### src/cssc_defines.vh
/*
 * Constants of the clock and sleep control block:
 * offsets, fields, resets, codes and counts.
 * Assumes inclusion by bare name.
 */
`ifndef CSSC_DEFINES_VH
`define CSSC_DEFINES_VH

// ------------------------------------------------------------
// register byte offsets
// ------------------------------------------------------------
`define CSSC_A_SRC_EN      12'h000
`define CSSC_A_SYS_SEL     12'h004
`define CSSC_A_PRESCALE    12'h008
`define CSSC_A_PLL         12'h00C
`define CSSC_A_OSC_CFG     12'h010
`define CSSC_A_CAL32K      12'h014
`define CSSC_A_SLEEP       12'h018
`define CSSC_A_PWR_RED     12'h01C
`define CSSC_A_STATUS      12'h020
`define CSSC_A_FAIL        12'h024

// ------------------------------------------------------------
// clock source enable bits (low_power_osc is not software owned)
// ------------------------------------------------------------
`define CSSC_SRC_RC2M      0
`define CSSC_SRC_RC32M     1
`define CSSC_SRC_RC32K     2
`define CSSC_SRC_XOSC32K   3
`define CSSC_SRC_XOSC      4
`define CSSC_SRC_PLL       5
`define CSSC_SRC_FLL2M     6
`define CSSC_SRC_FLL32M    7
`define CSSC_SRC_W         8
`define CSSC_SRC_RST       8'h01

// ------------------------------------------------------------
// system clock selections
// ------------------------------------------------------------
`define CSSC_SEL_RC2M      3'h0
`define CSSC_SEL_RC32M     3'h1
`define CSSC_SEL_RC32K     3'h2
`define CSSC_SEL_XOSC      3'h3
`define CSSC_SEL_PLL       3'h4
`define CSSC_SEL_XOSC32K   3'h5

// ------------------------------------------------------------
// sleep modes
// ------------------------------------------------------------
`define CSSC_SM_IDLE       3'h0
`define CSSC_SM_PDOWN      3'h2
`define CSSC_SM_PSAVE      3'h3
`define CSSC_SM_STDBY      3'h6
`define CSSC_SM_ESTDBY     3'h7

// ------------------------------------------------------------
// misc fields and counts
// ------------------------------------------------------------
`define CSSC_PRE_W         4
`define CSSC_PRE_MAX       4'hB
`define CSSC_PLL_MAX       5'h1F
`define CSSC_PLL_MIN       5'h01
`define CSSC_RC32M_MIN     6'h1E
`define CSSC_RC32M_MAX     6'h37
`define CSSC_RC32M_USB     6'h30
`define CSSC_CAL_RST       8'h80
`define CSSC_WAKE_HALT     3'h4
`define CSSC_LOCK_CYC      8'h40
`define CSSC_PR_W          8
`define CSSC_WK_TWI        0
`define CSSC_WK_PORT       1
`define CSSC_WK_USB        2
`define CSSC_WK_RTC        3

`endif

### src/cssc_top.v
/*
 * Clock source and sleep control:
 * source enables, safe clock switching,
 * prescaler, fast clocks, failure monitor,
 * trims, PLL, sleep and clock gating
 * behind an APB slave.
 * Assumes analog oscillators and PLL that
 * report ready and fail levels back.
 */
// Notes on behaviour
// - reset leaves only low power and 2MHz oscillators alive
// - system clock is 2MHz oscillator after reset
// - other sources, calibrators, PLL off at reset
// - source and prescaler change safely anytime
// - prescaler divides one through 2048
// - 4x fast clock from divide four up; 2x clock at base rate only
// - monitored failure gives NMI, internal fallback
// - low power oscillator auto on, 1kHz tap
// - 32.768kHz calibration writable, two outputs
// - calibrators trim 2MHz and 32MHz oscillators
// - 32MHz trim 30-55MHz, 48MHz USB value
// - PLL factor one to 31, lock reported
// - 32.768kHz crystal for system, RTC, calibrator
// - main crystal four modes or external clock
// - sleep instruction enters mode; mode picks wakers
// - wake runs handler, pending higher first
// - CPU halted four cycles after wake
// - state kept in sleep; reset restarts
// - idle stops CPU and NVM only
// - power-down stops all, three wakers only
// - power-save keeps enabled RTC, RTC wakes
// - standby keeps sources; extended keeps RTC
// - gated peripheral clock freezes its state
`include "cssc_defines.vh"

module cssc_top #(
    parameter PR_W = `CSSC_PR_W
) (
    // clock and reset
    input  wire            REF_CLK,
    input  wire            RST,
    // apb slave
    input  wire            PSEL,
    input  wire            PENABLE,
    input  wire            PWRITE,
    input  wire [11:0]     PADDR,
    input  wire [31:0]     PWDATA,
    output wire            PREADY,
    output reg  [31:0]     PRDATA,
    output wire            PSLVERR,
    // oscillator status from analog
    input  wire [`CSSC_SRC_W-1:0] SRC_READY,
    input  wire            XOSC_FAIL,
    input  wire            PLL_LOCK_IN,
    // oscillator controls to analog
    output reg  [`CSSC_SRC_W-1:0] SRC_EN,
    output wire            LOW_POWER_OSC_EN,
    output reg  [2:0]      SYS_SEL,
    output reg  [3:0]      PRESCALE,
    output reg  [4:0]      PLL_FACTOR,
    output reg  [1:0]      PLL_REF,
    output reg  [1:0]      XOSC_MODE,
    output reg             XOSC_EXT_CLK,
    output reg             XOSC32K_LOW_SWING,
    output reg  [5:0]      RC32M_TRIM_MHZ,
    output reg  [7:0]      RC32K_CAL,
    output reg             RC32K_1K_SEL,
    output reg             FLL_REF_XOSC32K,
    output reg             RTC_SRC_XOSC32K,
    // clock enables to the core
    output reg             CPU_CLK_EN,
    output reg             NVM_CLK_EN,
    output reg             PER_CLK_EN,
    output reg             PER2X_CLK_EN,
    output reg             PER4X_CLK_EN,
    output reg             RTC_CLK_EN,
    output reg  [PR_W-1:0] PER_GATE_EN,
    // sleep and wake
    input  wire            SLEEP_EXEC,
    input  wire            ANY_IRQ,
    input  wire [3:0]      WAKE_SRC,
    input  wire            RTC_ENABLED,
    output reg             AWAKE,
    output reg             OSC_NMI
);

    // ------------------------------------------------------------
    // state and registers
    // ------------------------------------------------------------
    localparam ST_RUN   = 2'h0;
    localparam ST_SLEEP = 2'h1;
    localparam ST_HALT  = 2'h2;

    reg  [1:0]            st_r;
    reg  [2:0]            halt_r;
    reg  [2:0]            sleep_mode_r;
    reg                   sleep_en_r;
    reg                   fail_mon_r;
    reg  [2:0]            sel_req_r;
    reg  [3:0]            pre_req_r;
    reg  [10:0]           pre_cnt_r;
    reg  [1:0]            fast_cnt_r;
    reg  [7:0]            lock_cnt_r;
    reg                   pll_locked_r;
    reg                   fail_flag_r;
    reg  [PR_W-1:0]       pr_r;

    wire                  wr  = PSEL & PENABLE & PWRITE;
    wire                  rd  = PSEL & ~PENABLE & ~PWRITE;
    // the map is dense up to the fail flag,
    // so a range test decodes every word
    wire                  hit = (PADDR[1:0] == 2'h0) &&
                                (PADDR <= `CSSC_A_FAIL);

    assign PREADY  = 1'b1;
    assign PSLVERR = PSEL & PENABLE & ~hit;

    // ------------------------------------------------------------
    // source readiness for a selection
    // ------------------------------------------------------------
    function src_ok;
        input [2:0]            sel;
        input [`CSSC_SRC_W-1:0] rdy;
        input                  lk;
        begin
            case (sel)
                `CSSC_SEL_RC2M:    src_ok = rdy[`CSSC_SRC_RC2M];
                `CSSC_SEL_RC32M:   src_ok = rdy[`CSSC_SRC_RC32M];
                `CSSC_SEL_RC32K:   src_ok = rdy[`CSSC_SRC_RC32K];
                `CSSC_SEL_XOSC:    src_ok = rdy[`CSSC_SRC_XOSC];
                `CSSC_SEL_PLL:     src_ok = rdy[`CSSC_SRC_PLL] & lk;
                `CSSC_SEL_XOSC32K: src_ok = rdy[`CSSC_SRC_XOSC32K];
                default:           src_ok = 1'b0;
            endcase
        end
    endfunction

    wire ext_fail  = XOSC_FAIL & ((SYS_SEL == `CSSC_SEL_XOSC) | SRC_EN[`CSSC_SRC_XOSC]);
    wire pll_fail  = pll_locked_r & ~PLL_LOCK_IN & SRC_EN[`CSSC_SRC_PLL];
    wire fail_now  = fail_mon_r & (ext_fail | pll_fail);
    wire pre_wrap  = (pre_cnt_r == ((11'h001 << PRESCALE) - 11'h001));

    // always alive: the watchdog may need it
    // at any time; software cannot stop it
    assign LOW_POWER_OSC_EN = 1'b1;

    // ------------------------------------------------------------
    // register writes and clock source control
    // ------------------------------------------------------------
    always @(posedge REF_CLK) begin
        if (RST) begin
            SRC_EN            <= `CSSC_SRC_RST;
            SYS_SEL           <= `CSSC_SEL_RC2M;
            sel_req_r         <= `CSSC_SEL_RC2M;
            PRESCALE          <= 4'h0;
            pre_req_r         <= 4'h0;
            PLL_FACTOR        <= `CSSC_PLL_MIN;
            PLL_REF           <= 2'h0;
            XOSC_MODE         <= 2'h0;
            XOSC_EXT_CLK      <= 1'b0;
            XOSC32K_LOW_SWING <= 1'b0;
            RC32M_TRIM_MHZ    <= 6'h20;
            RC32K_CAL         <= `CSSC_CAL_RST;
            RC32K_1K_SEL      <= 1'b0;
            FLL_REF_XOSC32K   <= 1'b0;
            RTC_SRC_XOSC32K   <= 1'b0;
            sleep_mode_r      <= `CSSC_SM_IDLE;
            sleep_en_r        <= 1'b0;
            fail_mon_r        <= 1'b0;
            fail_flag_r       <= 1'b0;
            pr_r              <= {PR_W{1'b0}};
            OSC_NMI           <= 1'b0;
        end else begin
            OSC_NMI <= 1'b0;
            if (wr) begin
                if (PADDR == `CSSC_A_SRC_EN) begin
                    SRC_EN <= PWDATA[`CSSC_SRC_W-1:0];
                end else if (PADDR == `CSSC_A_SYS_SEL) begin
                    sel_req_r <= PWDATA[2:0];
                end else if (PADDR == `CSSC_A_PRESCALE) begin
                    if (PWDATA[3:0] <= `CSSC_PRE_MAX)
                        pre_req_r <= PWDATA[3:0];
                end else if (PADDR == `CSSC_A_PLL) begin
                    if (PWDATA[4:0] != 5'h00)
                        PLL_FACTOR <= PWDATA[4:0];
                    PLL_REF <= PWDATA[9:8];
                end else if (PADDR == `CSSC_A_OSC_CFG) begin
                    XOSC_MODE         <= PWDATA[1:0];
                    XOSC_EXT_CLK      <= PWDATA[2];
                    XOSC32K_LOW_SWING <= PWDATA[3];
                    FLL_REF_XOSC32K   <= PWDATA[4];
                    RTC_SRC_XOSC32K   <= PWDATA[5];
                    fail_mon_r        <= PWDATA[6] | fail_mon_r; // write-once until reset
                    if (PWDATA[7])
                        RC32M_TRIM_MHZ <= `CSSC_RC32M_USB;
                    else if (PWDATA[13:8] >= `CSSC_RC32M_MIN &&
                             PWDATA[13:8] <= `CSSC_RC32M_MAX)
                        RC32M_TRIM_MHZ <= PWDATA[13:8];
                end else if (PADDR == `CSSC_A_CAL32K) begin
                    RC32K_CAL    <= PWDATA[7:0];
                    RC32K_1K_SEL <= PWDATA[8];
                end else if (PADDR == `CSSC_A_SLEEP) begin
                    sleep_en_r   <= PWDATA[0];
                    sleep_mode_r <= PWDATA[3:1];
                end else if (PADDR == `CSSC_A_PWR_RED) begin
                    pr_r <= PWDATA[PR_W-1:0];
                end
            end
            // requested switches go only to a ready source, and only on a prescaler wrap,
            // so no runt pulse reaches the core
            if (pre_wrap) begin
                PRESCALE <= pre_req_r;
                if (sel_req_r != SYS_SEL && src_ok(sel_req_r, SRC_READY, pll_locked_r))
                    SYS_SEL <= sel_req_r;
            end
            // failure wins over a same-cycle clear of the flag
            if (fail_now) begin
                SYS_SEL   <= `CSSC_SEL_RC2M;
                sel_req_r <= `CSSC_SEL_RC2M;
                SRC_EN[`CSSC_SRC_RC2M] <= 1'b1;
                if (!fail_flag_r)
                    OSC_NMI <= 1'b1;
                fail_flag_r <= 1'b1;
            end else if (wr && PADDR == `CSSC_A_FAIL && PWDATA[0]) begin
                fail_flag_r <= 1'b0;
            end
        end
    end

    // ------------------------------------------------------------
    // prescaler, fast clock phases, PLL lock
    // ------------------------------------------------------------
    always @(posedge REF_CLK) begin
        if (RST) begin
            pre_cnt_r    <= 11'h000;
            fast_cnt_r   <= 2'h0;
            lock_cnt_r   <= 8'h00;
            pll_locked_r <= 1'b0;
        end else begin
            pre_cnt_r  <= pre_wrap ? 11'h000 : pre_cnt_r + 11'h001;
            fast_cnt_r <= pre_wrap ? 2'h0 : fast_cnt_r + 2'h1;
            if (!SRC_EN[`CSSC_SRC_PLL] || !PLL_LOCK_IN) begin
                lock_cnt_r   <= 8'h00;
                pll_locked_r <= 1'b0;
            end else if (lock_cnt_r == `CSSC_LOCK_CYC) begin
                pll_locked_r <= 1'b1;
            end else begin
                lock_cnt_r <= lock_cnt_r + 8'h01;
            end
        end
    end

    // ------------------------------------------------------------
    // sleep state machine
    // ------------------------------------------------------------
    reg wake_ok;
    always @* begin
        case (sleep_mode_r)
            `CSSC_SM_IDLE:   wake_ok = ANY_IRQ;
            `CSSC_SM_PDOWN,
            `CSSC_SM_STDBY:  wake_ok = WAKE_SRC[`CSSC_WK_TWI] | WAKE_SRC[`CSSC_WK_PORT] |
                                       WAKE_SRC[`CSSC_WK_USB];
            `CSSC_SM_PSAVE,
            `CSSC_SM_ESTDBY: wake_ok = WAKE_SRC[`CSSC_WK_TWI] | WAKE_SRC[`CSSC_WK_PORT] |
                                       WAKE_SRC[`CSSC_WK_USB] |
                                       (RTC_ENABLED & WAKE_SRC[`CSSC_WK_RTC]);
            default:         wake_ok = ANY_IRQ;
        endcase
    end

    // interrupt ordering is the controller's job once the CPU runs again
    always @(posedge REF_CLK) begin
        if (RST) begin
            st_r   <= ST_RUN;
            halt_r <= 3'h0;
        end else begin
            case (st_r)
                ST_RUN: begin
                    if (SLEEP_EXEC && sleep_en_r)
                        st_r <= ST_SLEEP;
                end
                ST_SLEEP: begin
                    if (wake_ok) begin
                        st_r   <= ST_HALT;
                        halt_r <= 3'h0;
                    end
                end
                ST_HALT: begin
                    if (halt_r == `CSSC_WAKE_HALT - 3'h1)
                        st_r <= ST_RUN;
                    halt_r <= halt_r + 3'h1;
                end
                default: st_r <= ST_RUN;
            endcase
        end
    end

    // ------------------------------------------------------------
    // clock enable outputs
    // ------------------------------------------------------------
    wire in_sleep = (st_r == ST_SLEEP);
    wire per_on   = ~in_sleep | (sleep_mode_r == `CSSC_SM_IDLE);
    wire rtc_on   = ~in_sleep | (sleep_mode_r == `CSSC_SM_IDLE) |
                    (sleep_mode_r == `CSSC_SM_PSAVE) | (sleep_mode_r == `CSSC_SM_ESTDBY);

    genvar g;
    generate
        for (g = 0; g < PR_W; g = g + 1) begin : g_gate
            always @(posedge REF_CLK) begin
                if (RST)
                    PER_GATE_EN[g] <= 1'b0;
                else
                    PER_GATE_EN[g] <= per_on & ~pr_r[g];
            end
        end
    endgenerate

    always @(posedge REF_CLK) begin
        if (RST) begin
            CPU_CLK_EN   <= 1'b0;
            NVM_CLK_EN   <= 1'b0;
            PER_CLK_EN   <= 1'b0;
            PER2X_CLK_EN <= 1'b0;
            PER4X_CLK_EN <= 1'b0;
            RTC_CLK_EN   <= 1'b0;
            AWAKE        <= 1'b0;
        end else begin
            CPU_CLK_EN   <= (st_r == ST_RUN) & pre_wrap;
            NVM_CLK_EN   <= (st_r == ST_RUN) & pre_wrap;
            PER_CLK_EN   <= per_on & pre_wrap;
            PER2X_CLK_EN <= per_on & (pre_wrap | (fast_cnt_r == 2'h1 && PRESCALE == 4'h1) |
                            (PRESCALE >= 4'h2 && pre_cnt_r[PRESCALE-4'h1 -: 1] == 1'b1 &&
                             pre_cnt_r == (11'h001 << (PRESCALE - 4'h1)) - 11'h001));
            PER4X_CLK_EN <= per_on & ((PRESCALE <= 4'h2) |
                            ((pre_cnt_r & ((11'h001 << (PRESCALE - 4'h2)) - 11'h001)) ==
                             ((11'h001 << (PRESCALE - 4'h2)) - 11'h001)));
            RTC_CLK_EN   <= rtc_on & RTC_ENABLED;
            AWAKE        <= (st_r == ST_RUN);
        end
    end

    // ------------------------------------------------------------
    // apb read data, taken in the setup cycle
    // ------------------------------------------------------------
    always @(posedge REF_CLK) begin
        if (RST) begin
            PRDATA <= 32'h00000000;
        end else if (rd) begin
            if (PADDR == `CSSC_A_SRC_EN)
                PRDATA <= {24'h000000, SRC_EN};
            else if (PADDR == `CSSC_A_SYS_SEL)
                PRDATA <= {21'h000000, SYS_SEL, 5'h00, sel_req_r};
            else if (PADDR == `CSSC_A_PRESCALE)
                PRDATA <= {24'h000000, PRESCALE, pre_req_r};
            else if (PADDR == `CSSC_A_PLL)
                PRDATA <= {22'h000000, PLL_REF, 3'h0, PLL_FACTOR};
            else if (PADDR == `CSSC_A_OSC_CFG)
                PRDATA <= {18'h00000, RC32M_TRIM_MHZ, 1'b0, fail_mon_r, RTC_SRC_XOSC32K,
                           FLL_REF_XOSC32K, XOSC32K_LOW_SWING, XOSC_EXT_CLK, XOSC_MODE};
            else if (PADDR == `CSSC_A_CAL32K)
                PRDATA <= {23'h000000, RC32K_1K_SEL, RC32K_CAL};
            else if (PADDR == `CSSC_A_SLEEP)
                PRDATA <= {28'h0000000, sleep_mode_r, sleep_en_r};
            else if (PADDR == `CSSC_A_PWR_RED)
                PRDATA <= {{(32-PR_W){1'b0}}, pr_r};
            else if (PADDR == `CSSC_A_STATUS)
                PRDATA <= {22'h000000, pll_locked_r, st_r[0], SRC_READY};
            else if (PADDR == `CSSC_A_FAIL)
                PRDATA <= {31'h00000000, fail_flag_r};
            else
                PRDATA <= 32'h00000000;
        end
    end

endmodule // cssc_top

### config.mk
export PLATFORM = sky130hd
export DESIGN_NAME = cssc_top
export DESIGN_NICKNAME = d
export VERILOG_FILES = /design/src/cssc_top.v
export VERILOG_INCLUDE_DIRS = /design/src
export SDC_FILE = /design/constraint.sdc
export NUM_CORES = 1
export LEC_CHECK = 0
export BUFFER_PORTS_ARGS = -buffer_cell sky130_fd_sc_hd__buf_2
export CAP_MARGIN = 10
export CORE_UTILIZATION = 25
export CTS_CLUSTER_DIAMETER = 120
export DETAILED_ROUTE_END_ITERATION = 16
export MAX_ROUTING_LAYER = met4
export SETUP_SLACK_MARGIN = 0.05
export SLEW_MARGIN = 20
export SYNTH_ARGS = -nofsm -noshare
export SYNTH_HDL_FRONTEND = slang
export SYNTH_SLANG_ARGS = --single-unit
### constraint.sdc
create_clock -name REF_CLK -period 5.5 [get_ports REF_CLK]
set_clock_uncertainty 0.15 [all_clocks]
set_input_delay 0.825 -clock REF_CLK [delete_from_list [all_inputs] [get_ports REF_CLK]]
set_output_delay 0.825 -clock REF_CLK [all_outputs]
set_load 0.05 [all_outputs]
**After elaboration in Yosys (flattened, before gate mapping)**

Cells that the tools add are included.

- Add/subtract/negate cells: 9
- $mul: 0
- Divide/modulo/power cells: 0
- Magnitude comparators: 6
- Equal/unequal tests: 32
- Shifts and indexed selects: 4
- Muxes and demuxes: 25
- Bitwise operators: 58
- Reduce and logical (&&, ||, !) cells: 40

Operator list:

| kind | number |
|---|---|
| two-way mux 14 bit | 5 |
| equality test 12 x 5 -> 1 bit, second input constant | 4 |
| two-way mux 10 bit | 4 |
| equality test 11 bit | 3 |
| left shift 1 x 4 -> 11 bit, first input constant | 3 |
| subtractor 11 x 1 -> 11 bit, second input constant | 3 |
| AND 1 bit | 24 |
| equality test 12 x 4 -> 1 bit, second input constant | 2 |
| equality test 12 x 6 -> 1 bit, second input constant | 2 |
| NOT 1 bit | 21 |
| equality test 3 x 2 -> 1 bit, second input constant | 6 |
| AND reduction 7 bit | 2 |
| equality test 12 x 3 -> 1 bit, second input constant | 1 |
| equality test 3 bit, second input constant | 4 |
| less-or-equal comparator 12 x 6 -> 1 bit, second input constant | 1 |
| zero test 12 bit | 1 |
| two-way mux 6 bit | 2 |
| OR 1 bit | 12 |
| AND reduction 6 bit | 2 |
| OR reduction 2 bit | 6 |
| adder 11 x 1 -> 11 bit, second input constant | 1 |
| AND 11 bit | 1 |
| variable part select 11 x 5 -> 1 bit | 1 |
| AND reduction 5 bit | 2 |
| other kinds (35) | 61 |

- Bits in registers: 138
- Latch bits: 0
- Memory bits (writable): 0
- Bits in read-only memories: 0
- Bits of input ports: 66
- Output and inout port bits: 94
- Logic and storage cells: 217
- Memories kept: 0

**Logic depth before layout (Yosys ltp)**

- Word-level depth: 11
- Depth in mapped cells: 16
- Mapped depth without buffers: 13

**Worst setup path before layout**

Ideal clock, no wire load.

- Path kind: register -> register
- Start: register PRESCALE[2]
- End: register PER2X_CLK_EN
- Setup time: 0.087 ns
- Arrival: 3.465 ns
- Required time: 5.263 ns
- Slack: 1.798 ns
- Cell stages (with the launch flop): 15
- Path buffers: 3
- Clock period less this slack: 3.702 ns
- Cells stage by stage: dfxtp_1 -> buf_4 -> inv_1 -> ha_1 -> a21boi_2 -> xnor2_2 -> buf_2 -> nand3_1 -> ha_1 -> clkbuf_1 -> o21ai_1 -> o311ai_1 -> xor2_1 -> or4_1 -> o31ai_1

- Word-level cells in the longest chain between the ends: 7
- Elaborated cells between the ends (all ways): 16
- Classes of those cells: add/sub (3); order compare (1); eq/ne (3); shift (3); bitwise (3); reduce/logical (3)

RTL lines:

| element | RTL line | RTL |
|---|---|---|
| from (decl) | cssc_top.v:59 | `output reg [3:0] PRESCALE,` |
| from (signal assigned) | cssc_top.v:212 | `PRESCALE <= pre_req_r;` |
| subtractor 4 x 1 -> 4 bit | cssc_top.v:332, cssc_top.v:333 |  |
| left shift 1 x 4 -> 11 bit | cssc_top.v:333 | `pre_cnt_r == (11'h001 << (PRESCALE - 4'h1)) - 11'h001));` |
| subtractor 11 x 1 -> 11 bit | cssc_top.v:333 |  |
| equality test 11 bit | cssc_top.v:333 |  |
| logical AND 1 bit | cssc_top.v:332 | `(PRESCALE >= 4'h2 && pre_cnt_r[PRESCALE-4'h1 -: 1] == 1'b1 &&` |
| OR 1 bit (*) | cssc_top.v:331 | `PER2X_CLK_EN <= per_on & (pre_wrap \| (fast_cnt_r == 2'h1 && PRESCALE == 4'h1) \|` |
| AND 1 bit (*) | cssc_top.v:331 |  |
| to (signal assigned) | cssc_top.v:331 |  |
| to (decl) | cssc_top.v:74 | `output reg PER2X_CLK_EN,` |

Mark *: on every way between the ends. The rest lies on a longest branch, timed or not.
A chain may end at the register's enable or synchronous reset.

**Worst setup path after layout**

- Start: register PRESCALE[1]
- End: register PER2X_CLK_EN

The elaborated chain is that of the path after synthesis.

==> flow_metrics.env <==
export IMPL_slew_headroom=0.4029
export IMPL_fin_ws_ns=1.700
export IMPL_pre_cts_ws_ns=1.710
export IMPL_required_ns=5.69
export IMPL_dr_pass1_iters=8
export IMPL_route_detailed_drc=0
export IMPL_seq_power_share=0.399
export IMPL_cp_slowest_cell="dfxtp_1"
export IMPL_ys_warn_count=0
export IMPL_clkPwrFrac=0.526
export IMPL_yosys_top_cells_area="dfxtp_1 34%, mux2i_1 6.3%, nor2_1 6.1%"
export IMPL_worstSetupPathType="reg2reg"
export IMPL_cts_buffer_depth=2
export IMPL_grt_setup_unrepaired="false"
export IMPL_clock_sinks=120
export IMPL_grt_remaining_overflow=0
export IMPL_synth_edff_count=0
export IMPL_cp_top_family="compound AO/OA/AOI/OAI gates"
export IMPL_h_tree_depth=4
export IMPL_ir_drop_v=0.0002264
export IMPL_fillers=3026
export IMPL_place_gp_congestion=0.8885
export IMPL_use_met3=0.03797
export IMPL_final_hold_viol_count=0
export IMPL_ys_seq_area_frac=0.3357
export IMPL_area_growth_pct=19.27
export IMPL_power_density_nw_per_um2=258.5
export IMPL_p_int_mw=1.640
export IMPL_holdPathStages=1
export IMPL_grtUsageMet2=0.2572
export IMPL_clockRootBuffer="clkbuf_16"
export IMPL_netlist_top_cell_by_area="dfxtp_1"
export IMPL_timing_rr_start="PRESCALE[1]"
export IMPL_drtIter0Drc=614
export IMPL_r2r_end="PER2X_CLK_EN"
export IMPL_syn_inst=883
export IMPL_synth_area_um2=7157
export IMPL_cap_viol_max_count=0
export IMPL_grt_pass1_wl_um=36340
export IMPL_vias=6843
export IMPL_multi_input_area_um2=4340
export IMPL_io_buffers=121
export IMPL_end_kind="flop"
export IMPL_yosysMostFrequentCell="dfxtp_1"
export IMPL_die_area_um2=29310
export IMPL_comb_power_share=0.075
export IMPL_antenna_cells=0
export IMPL_switching_share=0.2565
export IMPL_busiest_layer="met2"
export IMPL_ys_types=78
export IMPL_fp_coreArea_um2=27930
export IMPL_cts_reportedPaths_clkPinSlew_ns=0.06
export IMPL_synth_top_area_share=0.3357
export IMPL_drt_total_wl_um=23520
export IMPL_final_antenna_net_count=0
export IMPL_status="completed"
export IMPL_fmax_mhz=263.1
export IMPL_whs_ns=0.2703
export IMPL_ys_ff_latch=120
export IMPL_worst_path_buf_inv=1
export IMPL_cts_buffers=17
export IMPL_hold_start="fast_cnt_r[0]"
export IMPL_seq_area_um2=2402
export IMPL_postCtsResizedCells=0
export IMPL_via_per_inst=5.046
export IMPL_tritoncts="done"
export IMPL_ff2ff_path_depth=10
export IMPL_dieHeight_um=171.2
export IMPL_setup_tns_final_ns=0
export IMPL_pin_count=160
export IMPL_grt_max_degree=81
export IMPL_start_util=0.2562
export IMPL_path_cells="inv_1, ha_1, a21boi_2, xnor2_2, nand3_1, ha_1, o311ai_1, xor2_1, or4_1, o31ai_1"
export IMPL_hpwl_um=17170
export IMPL_cts_hold_buf=0
export IMPL_path_max_fanout=14
export IMPL_floorplan_rows=61
export IMPL_die_w_um=171.2
export IMPL_holdPathEnd="fast_cnt_r[0]"
export IMPL_power_mw=2.206
export IMPL_drv_slew=0
export IMPL_tightest_slew_ns=0.8957
export IMPL_crit_top_cell="ha_1"
export IMPL_use_met1=0.2079
export IMPL_place_area_um2=7923
export IMPL_clock_latency_ns=0.42
export IMPL_layout_nets=1051
export IMPL_wire_per_inst_um=17.34
export IMPL_finalCritPeriodShare=0.6910
export IMPL_grt_pass1_vias=6355
export IMPL_startpoint_type="flop"
export IMPL_switchingPower_mw=0.5659
export IMPL_r2r_slack_ns=1.70
export IMPL_synth_common_cells="120 x dfxtp_1, 116 x nor2_1, 82 x nand2_1, 65 x a21oi_1, 46 x nand3_1"
export IMPL_antenna_found_initial=0
export IMPL_fin_crit_ns=3.800
export IMPL_post_cts_setup_buffer_count=0
export IMPL_arrival_ns=3.99
export IMPL_design_area_um2=8536
export IMPL_async_flop_share=0
export IMPL_synth_area_per_cell_um2=8.105
export IMPL_grt_total_usage=0.1661
export IMPL_setup_viol=0
export IMPL_hold_class="reg2reg"
export IMPL_drive_gt1_frac=0.1963
export IMPL_slowest_delay_ns=0.58
export IMPL_leakage_nw=3.250
export IMPL_yosys_most_used_dff="dfxtp_1"
## worst max-delay path by stage
stage	cells after the start	from	end
after floorplan	14	PRESCALE[2]	PER2X_CLK_EN
after global placement	10	PRESCALE[1]	PER2X_CLK_EN
after detailed placement	10	PRESCALE[1]	PER2X_CLK_EN
after CTS	10	PRESCALE[1]	PER2X_CLK_EN
after global routing	9	PRESCALE[0]	pre_cnt_r[6]
final	10	PRESCALE[1]	PER2X_CLK_EN
## per-stage QoR
step	utilization	std cells
after global routing	0.3056	1356
after detailed placement	0.2836	1324
after global placement	0.2836	1324
final	0.3056	1356
after CTS	0.3056	1356
after floorplan	-	901
## sequential cells by signal (all words and copies together) (netlist names), 2 cells and up
name            flops
st_r                2
SRC_EN              8
sleep_mode_r        3
XOSC_MODE           2
PLL_REF             2
PLL_FACTOR          5
RC32M_TRIM_MHZ      6
PER_GATE_EN         8
halt_r              3
RC32K_CAL           8
pr_r                8
PRESCALE            4
lock_cnt_r          8
sel_req_r           3
pre_req_r           4
SYS_SEL             3
fast_cnt_r          2
PRDATA             14
pre_cnt_r          11
## area by class of cell
type | count | share of cell area
multi-input cells | 684 | 0.5085
flip-flops and latches | 120 | 0.2814
repair buffers | 127 | 0.07622
well taps | 378 | 0.05541
clock buffers | 19 | 0.05189
clock inverters | 13 | 0.01994
inverters | 15 | 0.006596
## cells by family (layout without fill, tap and decap cells)
kind of cell,count (synthesis),count (layout),synth area share
XOR/XNOR,51,51,0.07028
other,2,20,0.001049
AO/OA/AOI/OAI,182,182,0.1629
buffers and inverters,97,174,0.06818
multiplexers,53,53,0.08024
adder cells (fa/ha/maj),20,20,0.03497
AND/OR/NAND/NOR,358,358,0.2467
flip-flops,120,120,0.3357
## placed cells by master (no fill, tap or decap), types with 4 or more instances in the layout
| cell | Yosys | layout |
|---|---|---|
| nand3_1 | 46 | 46 |
| conb_1 | 2 | 20 |
| or4_1 | 6 | 6 |
| buf_2 | 15 | 121 |
| nand2b_1 | 7 | 7 |
| xnor2_1 | 21 | 21 |
| o221ai_1 | 5 | 5 |
| o31ai_1 | 5 | 5 |
| a22oi_1 | 5 | 5 |
| a21oi_1 | 65 | 65 |
| clkinv_4 | 0 | 4 |
| nor3_1 | 29 | 29 |
| nor2_1 | 116 | 116 |
| xor2_1 | 24 | 24 |
| buf_4 | 25 | 6 |
| nand4b_1 | 5 | 5 |
| o22ai_1 | 5 | 5 |
| and3_1 | 10 | 10 |
| nand4_1 | 10 | 10 |
| inv_1 | 14 | 14 |
| nand3b_1 | 10 | 10 |
| a211oi_1 | 5 | 5 |
| o21ai_0 | 36 | 36 |
| mux2_2 | 5 | 5 |
| nand2_1 | 82 | 82 |
| a21o_1 | 4 | 4 |
| nor2b_1 | 10 | 10 |
| a221oi_1 | 8 | 8 |
| o21bai_1 | 5 | 5 |
| clkbuf_16 | 0 | 17 |
| a31oi_1 | 5 | 5 |
| o21ai_1 | 4 | 4 |
| ha_1 | 20 | 20 |
| mux2i_1 | 45 | 45 |
| dfxtp_1 | 120 | 120 |
## power groups by stage
stage                     sequential, mW  clock (mW)  combinational, mW
final                              0.881        1.16              0.165
after global placement             0.900           0              0.165
after global routing               0.881        1.23              0.176
after floorplan                    0.929           0             0.0945
after detailed placement           0.900           0              0.164
after CTS                          0.881        1.18              0.165
## per-layer routing
metal  share of wire  vias to the layer above  routed length [um]
met5               0                        -                   0
met4           0.031                        0                 740
met3           0.062                       57                1461
met2            0.47                      251               11060
met1            0.44                     3259               10260
li1                -                     3276                   -
Power figures use the tool's default switching activity.
